## config.mk

```make
export PLATFORM = sky130hd
export DESIGN_NAME = sbl_break_lock
export DESIGN_NICKNAME = d
export VERILOG_FILES = /design/src/design/sbl_pkg.sv /design/src/design/sbl_side_if.sv /design/src/design/sbl_side_port.sv /design/src/design/sbl_break_lock.sv
export SDC_FILE = /design/constraint.sdc
export NUM_CORES = 1
export LEC_CHECK = 0
export ABC_CLOCK_PERIOD_IN_PS = 1900
export BUFFER_PORTS_ARGS = -buffer_cell sky130_fd_sc_hd__buf_2
export CAP_MARGIN = 20
export CORE_ASPECT_RATIO = 1.5
export CORE_MARGIN = 3
export CORE_UTILIZATION = 53
export DETAILED_ROUTE_END_ITERATION = 10
export PLACE_DENSITY = 0.78
export SYNTH_ARGS = -nofsm -noshare
export SYNTH_HDL_FRONTEND = slang
export SYNTH_SLANG_ARGS = --single-unit
export TNS_END_PERCENT = 100
```

## constraint.sdc

```tcl
create_clock -name clk -period 1.9 [get_ports clk]
set_clock_uncertainty 0.2 [all_clocks]
set_input_delay 0 -clock clk [delete_from_list [all_inputs] [get_ports clk]]
set_output_delay 0 -clock clk [all_outputs]
set_load 0.02 [all_outputs]
```

## src/design/sbl_pkg.sv

```systemverilog
package sbl_pkg;

  // transaction class carried with each strobe
  typedef struct packed {
    logic fetch;
    logic rd;
    logic wr;
    logic lock;
    logic unlockReq;
  } sbl_kind_t;

  typedef enum logic [1:0] {
    S_IDLE,
    S_ISSUE,
    S_WAIT
  } sbl_state_t;

  localparam sbl_kind_t SBL_KIND_RESET = 5'h00;
  localparam sbl_kind_t SBL_KIND_FETCH = 5'h18;
  localparam logic SBL_FLAG_RESET = 1'b0;

endpackage : sbl_pkg

```

## src/design/sbl_side_if.sv

```systemverilog
`timescale 1ns/10ps
interface sbl_side_if;
  import sbl_pkg::*;

  logic start;
  sbl_kind_t startKind;
  logic waitRequest;
  logic issueHit;
  logic valueHit;
  logic releaseStatusIn;
  logic debugReturn;
  logic readStrobe;
  logic writeStrobe;
  logic instrFlag;
  logic lockInd;
  logic releaseInd;
  logic breakFlag;
  logic breakOnFetch;
  logic done;
  logic idle;
  logic relValid;
  logic relStatus;

  modport core (
    output start, startKind, waitRequest, issueHit, valueHit, releaseStatusIn, debugReturn,
    input readStrobe, writeStrobe, instrFlag, lockInd, releaseInd, breakFlag, breakOnFetch,
    input done, idle, relValid, relStatus
  );

  modport port (
    input start, startKind, waitRequest, issueHit, valueHit, releaseStatusIn, debugReturn,
    output readStrobe, writeStrobe, instrFlag, lockInd, releaseInd, breakFlag, breakOnFetch,
    output done, idle, relValid, relStatus
  );

endinterface : sbl_side_if

```

## src/design/sbl_side_port.sv

```systemverilog
`timescale 1ns/10ps
module sbl_side_port
  import sbl_pkg::*;
(
  // clock and reset
  input wire logic clk,
  input wire logic resetn,
  // one side of the memory interface
  sbl_side_if.port sp
);

  sbl_state_t state_r, state_nxt;
  sbl_kind_t kind_r, saved_r;
  logic replay_r;
  logic readStb_r, writeStb_r, instrStb_r, lockStb_r, relStb_r;
  logic brk_r, brkFetch_r, done_r, idle_r, relValid_r, relStatus_r;

  wire logic idleNow;
  wire logic launchReplay;
  wire logic launchNew;
  wire logic launch;
  wire sbl_kind_t launchKind;
  wire logic ended;
  wire logic issueBreak;
  wire logic valueBreak;
  wire logic brk;
  wire logic scEnd;

  assign idleNow = (state_r == S_IDLE);
  // a pending replay blocks new work until the debug handler returns
  assign launchReplay = idleNow & replay_r & sp.debugReturn;
  assign launchNew = idleNow & ~replay_r & sp.start;
  assign launch = launchReplay | launchNew;
  assign launchKind = launchReplay ? saved_r : sp.startKind;
  // wait request masks every other input of the agent
  assign ended = (state_r == S_WAIT) & ~sp.waitRequest;
  // flag follows the strobe cycle; nothing is acknowledged back
  assign issueBreak = (state_r == S_ISSUE) & sp.issueHit;
  // value breaks are known only once the read data is in
  assign valueBreak = ended & kind_r.rd & ~kind_r.fetch & sp.valueHit;
  assign brk = issueBreak | valueBreak;
  assign scEnd = ended & kind_r.unlockReq;

  always_comb
  begin
    state_nxt = state_r;
    case (state_r)
      S_IDLE: if (launch) state_nxt = S_ISSUE;
      S_ISSUE: state_nxt = S_WAIT;
      // stays here until the agent drops its wait request
      S_WAIT: if (ended) state_nxt = S_IDLE;
      default: state_nxt = S_IDLE;
    endcase
  end

  always_ff @(posedge clk or negedge resetn)
  begin
    if (!resetn)
    begin
      state_r <= S_IDLE;
      kind_r <= SBL_KIND_RESET;
      saved_r <= SBL_KIND_RESET;
      replay_r <= SBL_FLAG_RESET;
    end
    else
    begin
      state_r <= state_nxt;
      kind_r <= launch ? launchKind : kind_r;
      saved_r <= brk ? kind_r : saved_r;
      // a new break wins over the replay launch clearing it
      replay_r <= brk | (replay_r & ~launchReplay);
    end
  end

  always_ff @(posedge clk or negedge resetn)
  begin
    if (!resetn)
    begin
      readStb_r <= SBL_FLAG_RESET;
      writeStb_r <= SBL_FLAG_RESET;
      instrStb_r <= SBL_FLAG_RESET;
      lockStb_r <= SBL_FLAG_RESET;
      relStb_r <= SBL_FLAG_RESET;
    end
    else
    begin
      readStb_r <= launch & launchKind.rd;
      writeStb_r <= launch & launchKind.wr;
      instrStb_r <= launch & launchKind.fetch;
      lockStb_r <= launch & launchKind.rd & launchKind.lock;
      relStb_r <= launch & launchKind.wr & launchKind.unlockReq;
    end
  end

  always_ff @(posedge clk or negedge resetn)
  begin
    if (!resetn)
    begin
      brk_r <= SBL_FLAG_RESET;
      brkFetch_r <= SBL_FLAG_RESET;
      done_r <= SBL_FLAG_RESET;
      idle_r <= SBL_FLAG_RESET;
      relValid_r <= SBL_FLAG_RESET;
      relStatus_r <= SBL_FLAG_RESET;
    end
    else
    begin
      brk_r <= brk;
      brkFetch_r <= brk & kind_r.fetch;
      done_r <= ended;
      idle_r <= (state_nxt == S_IDLE) & ~(brk | (replay_r & ~launchReplay));
      relValid_r <= scEnd;
      relStatus_r <= scEnd ? sp.releaseStatusIn : relStatus_r;
    end
  end

  assign sp.readStrobe = readStb_r;
  assign sp.writeStrobe = writeStb_r;
  assign sp.instrFlag = instrStb_r;
  assign sp.lockInd = lockStb_r;
  assign sp.releaseInd = relStb_r;
  assign sp.breakFlag = brk_r;
  assign sp.breakOnFetch = brkFetch_r;
  assign sp.done = done_r;
  assign sp.idle = idle_r;
  assign sp.relValid = relValid_r;
  assign sp.relStatus = relStatus_r;

  property p_replay_kind;
    @(posedge clk) disable iff (!resetn)
    launchReplay |=> (kind_r == $past(saved_r)) && (state_r == S_ISSUE);
  endproperty
  a_replay_kind: assert property (p_replay_kind) else $error("replay lost its kind");

  property p_status_hold;
    @(posedge clk) disable iff (!resetn)
    !scEnd |=> $stable(relStatus_r) && !relValid_r;
  endproperty
  a_status_hold: assert property (p_status_hold) else $error("status taken off end");

  property p_wait_masks;
    @(posedge clk) disable iff (!resetn)
    (state_r == S_WAIT && sp.waitRequest) |=> !done_r ##0 (state_r == S_WAIT);
  endproperty
  a_wait_masks: assert property (p_wait_masks) else $error("ended during wait");

endmodule : sbl_side_port

```

## src/design/sbl_break_lock.sv

```systemverilog
`timescale 1ns/10ps
// How it works
// - debug exception taken on the issuing instruction
// - breakpointed transaction reissued after debug return
// - break flags get no acknowledge
// - value break flagged cycle after read ends
// - data break enable held while enabled, outside unified mode
// - write break flag in cycle after strobe
// - unified data write: write strobe only
// - unified enable covers both; data breaks fetch-side
// - lock indicator with load-linked read strobe
// - release indicator with store-conditional write strobe
// - release status returned as store-conditional result
// - routed lock operations use fetch-side signals
// - one-cycle release-every-lock on exception return
// - inputs ignored while wait request high
// - transaction ends first cycle without wait
module sbl_break_lock
  import sbl_pkg::*;
(
  // clock and reset
  input wire logic clk,
  input wire logic resetn,
  // configuration levels
  input wire logic unifiedMode,
  input wire logic dataOnFetchSide,
  // pipeline requests
  input wire logic dataStart,
  input wire sbl_kind_t dataKind,
  input wire logic fetchStart,
  input wire logic debugReturn,
  input wire logic exceptionReturn,
  // debug breakpoint logic
  input wire logic dataBreakEnabled,
  input wire logic instrBreakEnabled,
  input wire logic dataIssueHit,
  input wire logic dataValueHit,
  input wire logic fetchIssueHit,
  // pipeline answers
  output logic dataIdle,
  output logic fetchIdle,
  output logic dataDone,
  output logic fetchDone,
  output logic debugException,
  output logic debugOnFetch,
  output logic scResultValid,
  output logic scResult,
  // data side pins
  output logic dataSideReadStrobe,
  output logic dataSideWriteStrobe,
  output logic dataSideLockIndicator,
  output logic dataSideReleaseIndicator,
  output logic dataSideBreakFlag,
  output logic dataSideBreakEnable,
  input wire logic dataSideWaitRequest,
  input wire logic dataSideReleaseStatus,
  // fetch side pins
  output logic fetchSideReadStrobe,
  output logic fetchSideWriteStrobe,
  output logic fetchSideInstructionFlag,
  output logic fetchSideLockIndicator,
  output logic fetchSideReleaseIndicator,
  output logic fetchSideBreakFlag,
  output logic fetchSideBreakEnable,
  output logic fetchSideReleaseEveryLock,
  input wire logic fetchSideWaitRequest,
  input wire logic fetchSideReleaseStatus
);

  sbl_side_if dPort();
  sbl_side_if fPort();

  logic dEnable_r, fEnable_r, releaseAll_r;
  logic dbgExc_r, dbgOnFetch_r, scValid_r, scResult_r;

  wire logic useFetch;
  wire logic dataToFetch;
  wire sbl_kind_t dataKindClean;

  // data operations never carry the fetch marker
  assign dataKindClean = '{fetch: 1'b0, rd: dataKind.rd, wr: dataKind.wr,
                           lock: dataKind.lock, unlockReq: dataKind.unlockReq};
  assign useFetch = unifiedMode | dataOnFetchSide;
  assign dataToFetch = dataStart & useFetch;

  assign dPort.start = dataStart & ~useFetch;
  assign dPort.startKind = dataKindClean;
  assign dPort.waitRequest = dataSideWaitRequest;
  assign dPort.issueHit = dataIssueHit & ~useFetch;
  assign dPort.valueHit = dataValueHit & ~useFetch;
  assign dPort.releaseStatusIn = dataSideReleaseStatus;
  assign dPort.debugReturn = debugReturn;

  // a routed data operation takes the fetch side ahead of a fetch
  assign fPort.start = fetchStart | dataToFetch;
  assign fPort.startKind = dataToFetch ? dataKindClean : SBL_KIND_FETCH;
  assign fPort.waitRequest = fetchSideWaitRequest;
  assign fPort.issueHit = fetchIssueHit | (dataIssueHit & useFetch);
  assign fPort.valueHit = dataValueHit & useFetch;
  assign fPort.releaseStatusIn = fetchSideReleaseStatus;
  assign fPort.debugReturn = debugReturn;

  sbl_side_port u_dataSide (
    .clk(clk),
    .resetn(resetn),
    .sp(dPort.port)
  );

  sbl_side_port u_fetchSide (
    .clk(clk),
    .resetn(resetn),
    .sp(fPort.port)
  );

  always_ff @(posedge clk or negedge resetn)
  begin
    if (!resetn)
    begin
      dEnable_r <= SBL_FLAG_RESET;
      fEnable_r <= SBL_FLAG_RESET;
      releaseAll_r <= SBL_FLAG_RESET;
    end
    else
    begin
      // enables follow the debug settings, not any one transaction
      dEnable_r <= dataBreakEnabled & ~unifiedMode;
      fEnable_r <= instrBreakEnabled | (unifiedMode & dataBreakEnabled);
      releaseAll_r <= exceptionReturn;
    end
  end

  always_ff @(posedge clk or negedge resetn)
  begin
    if (!resetn)
    begin
      dbgExc_r <= SBL_FLAG_RESET;
      dbgOnFetch_r <= SBL_FLAG_RESET;
      scValid_r <= SBL_FLAG_RESET;
      scResult_r <= SBL_FLAG_RESET;
    end
    else
    begin
      dbgExc_r <= dPort.breakFlag | fPort.breakFlag;
      dbgOnFetch_r <= fPort.breakOnFetch;
      scValid_r <= dPort.relValid | fPort.relValid;
      if (dPort.relValid)
        scResult_r <= dPort.relStatus;
      else if (fPort.relValid)
        scResult_r <= fPort.relStatus;
    end
  end

  assign dataIdle = dPort.idle;
  assign fetchIdle = fPort.idle;
  assign dataDone = dPort.done;
  assign fetchDone = fPort.done;
  assign debugException = dbgExc_r;
  assign debugOnFetch = dbgOnFetch_r;
  assign scResultValid = scValid_r;
  assign scResult = scResult_r;
  assign dataSideReadStrobe = dPort.readStrobe;
  assign dataSideWriteStrobe = dPort.writeStrobe;
  assign dataSideLockIndicator = dPort.lockInd;
  assign dataSideReleaseIndicator = dPort.releaseInd;
  assign dataSideBreakFlag = dPort.breakFlag;
  assign dataSideBreakEnable = dEnable_r;
  assign fetchSideReadStrobe = fPort.readStrobe;
  assign fetchSideWriteStrobe = fPort.writeStrobe;
  assign fetchSideInstructionFlag = fPort.instrFlag;
  assign fetchSideLockIndicator = fPort.lockInd;
  assign fetchSideReleaseIndicator = fPort.releaseInd;
  assign fetchSideBreakFlag = fPort.breakFlag;
  assign fetchSideBreakEnable = fEnable_r;
  assign fetchSideReleaseEveryLock = releaseAll_r;

  property p_write_break;
    @(posedge clk) disable iff (!resetn)
    (dataSideWriteStrobe && dataIssueHit && !useFetch) |=> dataSideBreakFlag;
  endproperty
  a_write_break: assert property (p_write_break) else $error("no break after write strobe");

  property p_break_to_exc;
    @(posedge clk) disable iff (!resetn)
    (dataSideBreakFlag || fetchSideBreakFlag) |=> debugException;
  endproperty
  a_break_to_exc: assert property (p_break_to_exc) else $error("break not taken");

  property p_value_break;
    @(posedge clk) disable iff (!resetn)
    (dataSideReadStrobe && !useFetch) ##1 (!dataSideWaitRequest && dataValueHit && !useFetch)
      |=> dataSideBreakFlag;
  endproperty
  a_value_break: assert property (p_value_break) else $error("value break late");

  property p_data_enable;
    @(posedge clk) disable iff (!resetn)
    ($past(dataBreakEnabled) && !$past(unifiedMode)) |-> dataSideBreakEnable;
  endproperty
  a_data_enable: assert property (p_data_enable) else $error("data enable dropped");

  property p_fetch_enable;
    @(posedge clk) disable iff (!resetn)
    ($past(unifiedMode) && ($past(dataBreakEnabled) || $past(instrBreakEnabled)))
      |-> fetchSideBreakEnable;
  endproperty
  a_fetch_enable: assert property (p_fetch_enable) else $error("unified enable low");

  property p_unified_write;
    @(posedge clk) disable iff (!resetn)
    fetchSideWriteStrobe |-> !fetchSideReadStrobe && !fetchSideInstructionFlag;
  endproperty
  a_unified_write: assert property (p_unified_write) else $error("write marked as read");

  property p_lock_read;
    @(posedge clk) disable iff (!resetn)
    (dataStart && dataIdle && !useFetch && dataKind.rd && dataKind.lock)
      |=> dataSideLockIndicator && dataSideReadStrobe;
  endproperty
  a_lock_read: assert property (p_lock_read) else $error("lock not with read");

  property p_release_write;
    @(posedge clk) disable iff (!resetn)
    (dataSideReleaseIndicator || fetchSideReleaseIndicator)
      |-> (dataSideReleaseIndicator ? dataSideWriteStrobe : fetchSideWriteStrobe);
  endproperty
  a_release_write: assert property (p_release_write) else $error("release without write");

  property p_sc_result;
    @(posedge clk) disable iff (!resetn)
    (dataSideWriteStrobe && dataSideReleaseIndicator) ##1 (!dataSideWaitRequest)
      |=> ##1 (scResultValid && scResult == $past(dataSideReleaseStatus, 2));
  endproperty
  a_sc_result: assert property (p_sc_result) else $error("wrong store result");

  property p_release_all;
    @(posedge clk) disable iff (!resetn)
    exceptionReturn ##1 !exceptionReturn |-> fetchSideReleaseEveryLock ##1 !fetchSideReleaseEveryLock;
  endproperty
  a_release_all: assert property (p_release_all) else $error("release-all not one cycle");

endmodule : sbl_break_lock

```

# After elaboration in Yosys (flattened, before gate mapping)
# Index checks and enable logic that the tools add are counted.
dict set report op_classes {
  addsub 0
  n_mul 0
  div_mod_pow 0
  n_lt_le_gt_ge 0
  eq_ne 4
  n_shift 0
  muxes 11
  bitwise 66
  reduce_logical 5
}
# cell count
set ops {}
lappend ops {{bitwise AND 1 bit} 42}
lappend ops {{2-to-1 mux 5 bit} 3}
lappend ops {{inverter 1 bit} 12}
lappend ops {{OR 1 bit} 12}
lappend ops {{one-hot mux 2 bit (3 select lines)} 2}
lappend ops {{logical NOT 2 bit} 4}
lappend ops {{2-to-1 mux 2 bit} 4}
lappend ops {{equality test 2 x 1 -> 1 bit (second input constant)} 2}
lappend ops {{equality test 2 bit (second input constant)} 2}
lappend ops {{2-to-1 mux 1 bit} 2}
lappend ops {{nonzero test 2 bit} 1}
dict set report word_totals {
  ff_bits 53
  latch_bits 0
  ramBits 0
  mem_bits_ro 0
  input_bits 22
  out_inout_bits 22
  n_memories 0
}

# Depth between registers and ports, before layout
dict set report logic_depth {
  depth_word 9
  mapped_depth 5
  ltp_nobuf 5
}

# By module
# A second synthesis with hierarchy kept.
dict set report hier_totals {
  cells_unflattened 182
  area_unflattened_um2 2274.7
}
# module instances cells_each area_each_um2 seq_area_each_um2
set by_module_without_submodules {}
lappend by_module_without_submodules {sbl_side_port 2 77 982.2 600.6}
lappend by_module_without_submodules {sbl_break_lock 1 28 310.3 175.2}

# Worst setup path before layout
# OpenSTA, ideal clock, no wires.
dict set report synth_timing {
  path_type {reg-to-reg}
  startpoint {register u_dataSide.state_r[1]}
  endpoint {register u_dataSide.saved_r[0] (netlist name)}
  setup_ns 0.125
  arrival_time_ns 1.338
  required_time_ns 1.575
  path_slack_ns 0.238
  stages_incl_launch_ff 5
  path_buffers 0
  period_less_slack_ns 1.662
  path_cell_list {dfrtp_1 nor3b_2 and4b_1 o21ai_2 mux2_2}
}
dict set report synth_via {
  elab_chain_len 6
  word_cells_on_any_way 8
}
# element line_no
set synth_rtl {}
lappend synth_rtl {{from (decl)} sbl_side_port.sv:12} ;# sbl_state_t state_r, state_nxt;
lappend synth_rtl {{from (signal assigned)} sbl_side_port.sv:67} ;# state_r <= state_nxt;
lappend synth_rtl {{equality test 2 bit} sbl_side_port.sv:36} ;# assign ended = (state_r == S_WAIT) & ~sp.waitRequest;
lappend synth_rtl {{bitwise AND 1 bit} sbl_side_port.sv:36}
lappend synth_rtl {{via u_dataSide.ended} sbl_side_port.sv:23} ;# wire logic ended;
lappend synth_rtl {{bitwise AND 1 bit (3 in series)} sbl_side_port.sv:40} ;# assign valueBreak = ended & kind_r.rd & ~kind_r.fetch & sp.valueHit;
lappend synth_rtl {{OR 1 bit} sbl_side_port.sv:41} ;# assign brk = issueBreak | valueBreak;
lappend synth_rtl {{to (signal assigned)} sbl_side_port.sv:69} ;# saved_r <= brk ? kind_r : saved_r;
lappend synth_rtl {{to (decl)} sbl_side_port.sv:13} ;# sbl_kind_t kind_r, saved_r;
# The timed path passes the listed nets, and every way through them passes these cells.
# A chain may end at the register's enable or synchronous reset.

# Final worst setup path
dict set report layout_timing {
  startpoint {input port unifiedMode}
  endpoint {register u_fetchSide.saved_r[1] (netlist name)}
}
dict set report layout_via {
  elab_chain_len 5
  word_cells_on_any_way 7
}
# element line_no
set layout_rtl {}
lappend layout_rtl {{from (decl)} sbl_break_lock.sv:25} ;# input wire logic unifiedMode,
lappend layout_rtl {{OR 1 bit (*)} sbl_break_lock.sv:83} ;# assign useFetch = unifiedMode | dataOnFetchSide;
lappend layout_rtl {{bitwise AND 1 bit} sbl_break_lock.sv:98} ;# assign fPort.issueHit = fetchIssueHit | (dataIssueHit & useFetch);
lappend layout_rtl {{OR 1 bit} sbl_break_lock.sv:98}
lappend layout_rtl {{bitwise AND 1 bit} sbl_side_port.sv:38} ;# assign issueBreak = (state_r == S_ISSUE) & sp.issueHit;
lappend layout_rtl {{OR 1 bit (*)} sbl_side_port.sv:41}
lappend layout_rtl {{to (signal assigned)} sbl_side_port.sv:69}
lappend layout_rtl {{to (decl)} sbl_side_port.sv:13}
# Mark *: on every way between the ends. The rest lies on a longest branch, timed or not.

==> impl_metrics.csv <==
group,metric,value,unit
run_status,status,"finished, final reports clean",
pwr,p_total,3.25,mW
sta,slew_viol_final,0,
floorplanning,coreArea,0.00372,mm2
critical_path,start_kind,"primary input",
min_path,hp-class,"in -> reg",
global_route,overflow,0,
logic_synthesis,synth.lib_cells_used.distinct,39,
logic_synthesis,yosys_warnings,0,
critical_path,cp_top_family,"buffers and inverters",
route,viasPerCell,5.40,
logic_synthesis,seq_area_frac_synth,63.8,%
floorplanning,die_x,57.1,um
logic_synthesis,synthFlopType,"dfrtp_1",
clocking,clock-sinks,53,
sta,setup_viol,0,
critical_path,crit_chain,"dlygate4sd3_1 > buf_2 > nor3_1 > nor4_2 > a31oi_4 > mux2_2",
global_route,antenna_found_initial,0,
critical_path,reg2reg_slack,140,ps
min_path,holdCritStartpoint,"dataIssueHit",
clocking,clockBufferDepth,2,
clocking,clock_latency,300,ps
sta,relSlewSlack,57.8,%
critical_path,end_kind,"register",
min_path,whs_path_depth,3,
global_route,grt_usage,19.5,%
critical_path,required,1880,ps
pwr,ir_drop,1.02,mV
floorplanning,pin_count,44,
floorplanning,die_h,82.7,um
clocking,cts.root.buffer_cell,"clkbuf_8",
clocking,cts_max_level,2,
route,ant_nets,0,
logic_synthesis,synth_area_per_cell,12.6,um2
cells_and_area,diodes,0,
route,vias,1501,
critical_path,worst-setup-path-type,"in -> reg",
cells_and_area,nets,257,
critical_path,r2r-end,"u_dataSide.saved_r[3]$_DFFE_PN0P_",
critical_path,cp.arrival,1750,ps
sta,fin_setup_tns,0,ps
sta,rsz0062_at_grt,"no",
cells_and_area,final_cells,278,
logic_synthesis,async_reset_ff_share,100,%
clocking,cts-buffers-inserted,5,
sta,tightest_slew,632,ps
critical_path,cpPeakStageDelay,540,ps
floorplanning,die-area,0.00472,mm2
critical_path,crit_path_max_fanout,8,
logic_synthesis,syn_area,0.00208,mm2
placement,gp_congestion,0.880,
logic_synthesis,synth-edff-count,0,
clocking,cts_tree,"yes",
min_path,hold-path-endpoint,"u_dataSide.saved_r[4]$_DFFE_PN0P_",
critical_path,crit_start,"unifiedMode",
critical_path,crit_buf_inv,2,
global_route,grt_max_degree,54,
route,wl_per_cell,15.5,um
global_route,grt_pass1_wl,6890,um
sta,finalCritPeriodShare,93.0,%
cells_and_area,drive_gt1_share,32.3,%
critical_path,slowest_stage,"dlygate4sd3_1",
route,drc_errors,0,
route,drt-initial-drc-count,40,
placement,io_buffers,42,
logic_synthesis,synthesis.nets,187,
placement,place_hpwl,3070,um
route,first_pass_iters,4,
critical_path,r2r_start,"u_dataSide.state_r[1]$_DFF_PN0_",
global_route,grt_pass1_vias,1514,
floorplanning,rows,27,
logic_synthesis,synth-seq-cells,53,
clocking,path_clk_slew,80,ps
logic_synthesis,netlist_instances,165,
pwr,p_leak,1.35,nW
sta,finalHoldViolCount,0,
floorplanning,initial_core_util,55.9,%
route,wl,4320,um
pwr,power_density,1230,mW/mm2
flow_run,max-cap-violations,0,
placement,dp.cells,252,
critical_path,timing.reg2reg.worst_path_depth,4,
sta,fmax,566,MHz
cells_and_area,syn2layout_area_growth,27.6,%
sta,period_needed,1770,ps
-- layer usage --
metal	vias to the layer above	GRT usage (%)	wire length, um
met5	-	0	0
met4	0	10.4	131
met3	8	3.89	213
met2	46	33.9	2170
met1	728	22.6	1800
li1	719	-	-
-- cell usage after synthesis (2+ instances only) --
cell type	n	area share, %
o21ai_0	5	1.2
nand2_1	17	3.1
nor3b_1	2	0.72
dfrtp_1	53	64
nand3_1	7	1.7
a31oi_1	2	0.60
and4b_1	2	0.96
a22o_1	2	0.84
inv_1	10	1.8
nor2_1	7	1.3
a21o_1	3	1.1
nor2b_1	2	0.60
mux2_2	11	6.0
a21oi_1	8	1.9
nor3_1	2	0.48
and2_1	5	1.5
or2_2	2	0.60
o22ai_1	4	1.2
-- flip-flops by register name, indices dropped and copies added (netlist names), 2 cells and up --
register	flops
u_dataSide.kind_r	5
u_dataSide.saved_r	5
u_fetchSide.kind_r	5
u_fetchSide.saved_r	5
u_dataSide.state_r	2
u_fetchSide.state_r	2
-- metrics by stage --
step	cell area, um2	util, %	hold slack (ps)	setup slack [ps]
floorplan	2080	-	-496	238
global placement	2360	63.5	-91.0	132
detailed placement	2360	63.5	-85.4	91.0
CTS	2640	70.9	32.2	72.4
global route	2650	71.4	90.4	42.3
finish	2650	71.4	80.7	133
-- worst register-to-register path, cell delays in order, from the launching register on --
cell and delay (ps):
dfrtp_1 420, nor3b_2 180, and4b_1 210, o21ai_4 250, mux2_2 380
-- timing repair --
item | CTS | global route
hold buffers | 19 | 0
resized for setup | 0 | 2
hold endpoints to repair | 86 | 0
endpoints found under the setup margin | 0 | 8
setup buffers | 0 | 0
-- layout by cell type (no fill, tap or decap), drive strengths merged --
master,synthesis,routed
nor2,7,7
o22ai,4,4
and4bb,1,1
a32o,1,1
mux2i,1,1
a21o,4,4
a32oi,1,1
clkbuf,0,7
a21boi,1,1
mux2,11,11
a211oi,1,1
nand3,7,7
nand2,17,17
nand2b,1,1
nor4b,1,1
a21oi,8,8
a31oi,3,3
nor2b,2,2
nor3,2,2
and4b,2,2
buf,1,45
nand3b,1,1
o21ai,6,6
nor3b,4,4
o311ai,1,1
dlygate4sd3,0,19
dfrtp,53,53
a22o,2,2
inv,11,11
and3,1,1
nor4,1,1
and2,6,6
o21a,1,1
or2,2,2
-- power by group --
part | leakage (nW) | switching, mW | internal [mW]
Combinational | 0.622 | 0.511 | 0.433
Clock | 0.0443 | 0.324 | 0.289
Sequential | 0.681 | 0.231 | 1.47
Total | 1.35 | 1.07 | 2.19
-- how the worst max path moves through the flow --
stage                                         endpoint  slack (ps)  cells after the start
floorplan            u_dataSide.saved_r[0]$_DFFE_PN0P_         240                      4
global placement     u_dataSide.saved_r[2]$_DFFE_PN0P_         130                      4
detailed placement   u_dataSide.saved_r[3]$_DFFE_PN0P_          90                      4
CTS                 u_fetchSide.saved_r[1]$_DFFE_PN0P_          70                      6
global route          u_dataSide.kind_r[2]$_DFFE_PN0N_          40                      4
finish              u_fetchSide.saved_r[1]$_DFFE_PN0P_         130                      6
-- cells by family after synthesis --
logic type / count (synthesis) / share of synthesized area (%)
multiplexers: 12 / 6.44
flip-flops: 53 / 63.8
AND/OR/NAND/NOR: 55 / 15.4
buffers and inverters: 12 / 2.23
AO/OA/AOI/OAI: 33 / 12.2
-- area by class of cell --
class / instances / area, um2
clock buffers: 7 / 86.3
fillers: 265 / 1060
inverters: 11 / 41.3
multi-input cells: 100 / 722
flip-flops and latches: 53 / 1330
well taps: 43 / 53.8
repair buffers: 64 / 423
Note: power is estimated with default switching activity, not from simulation.
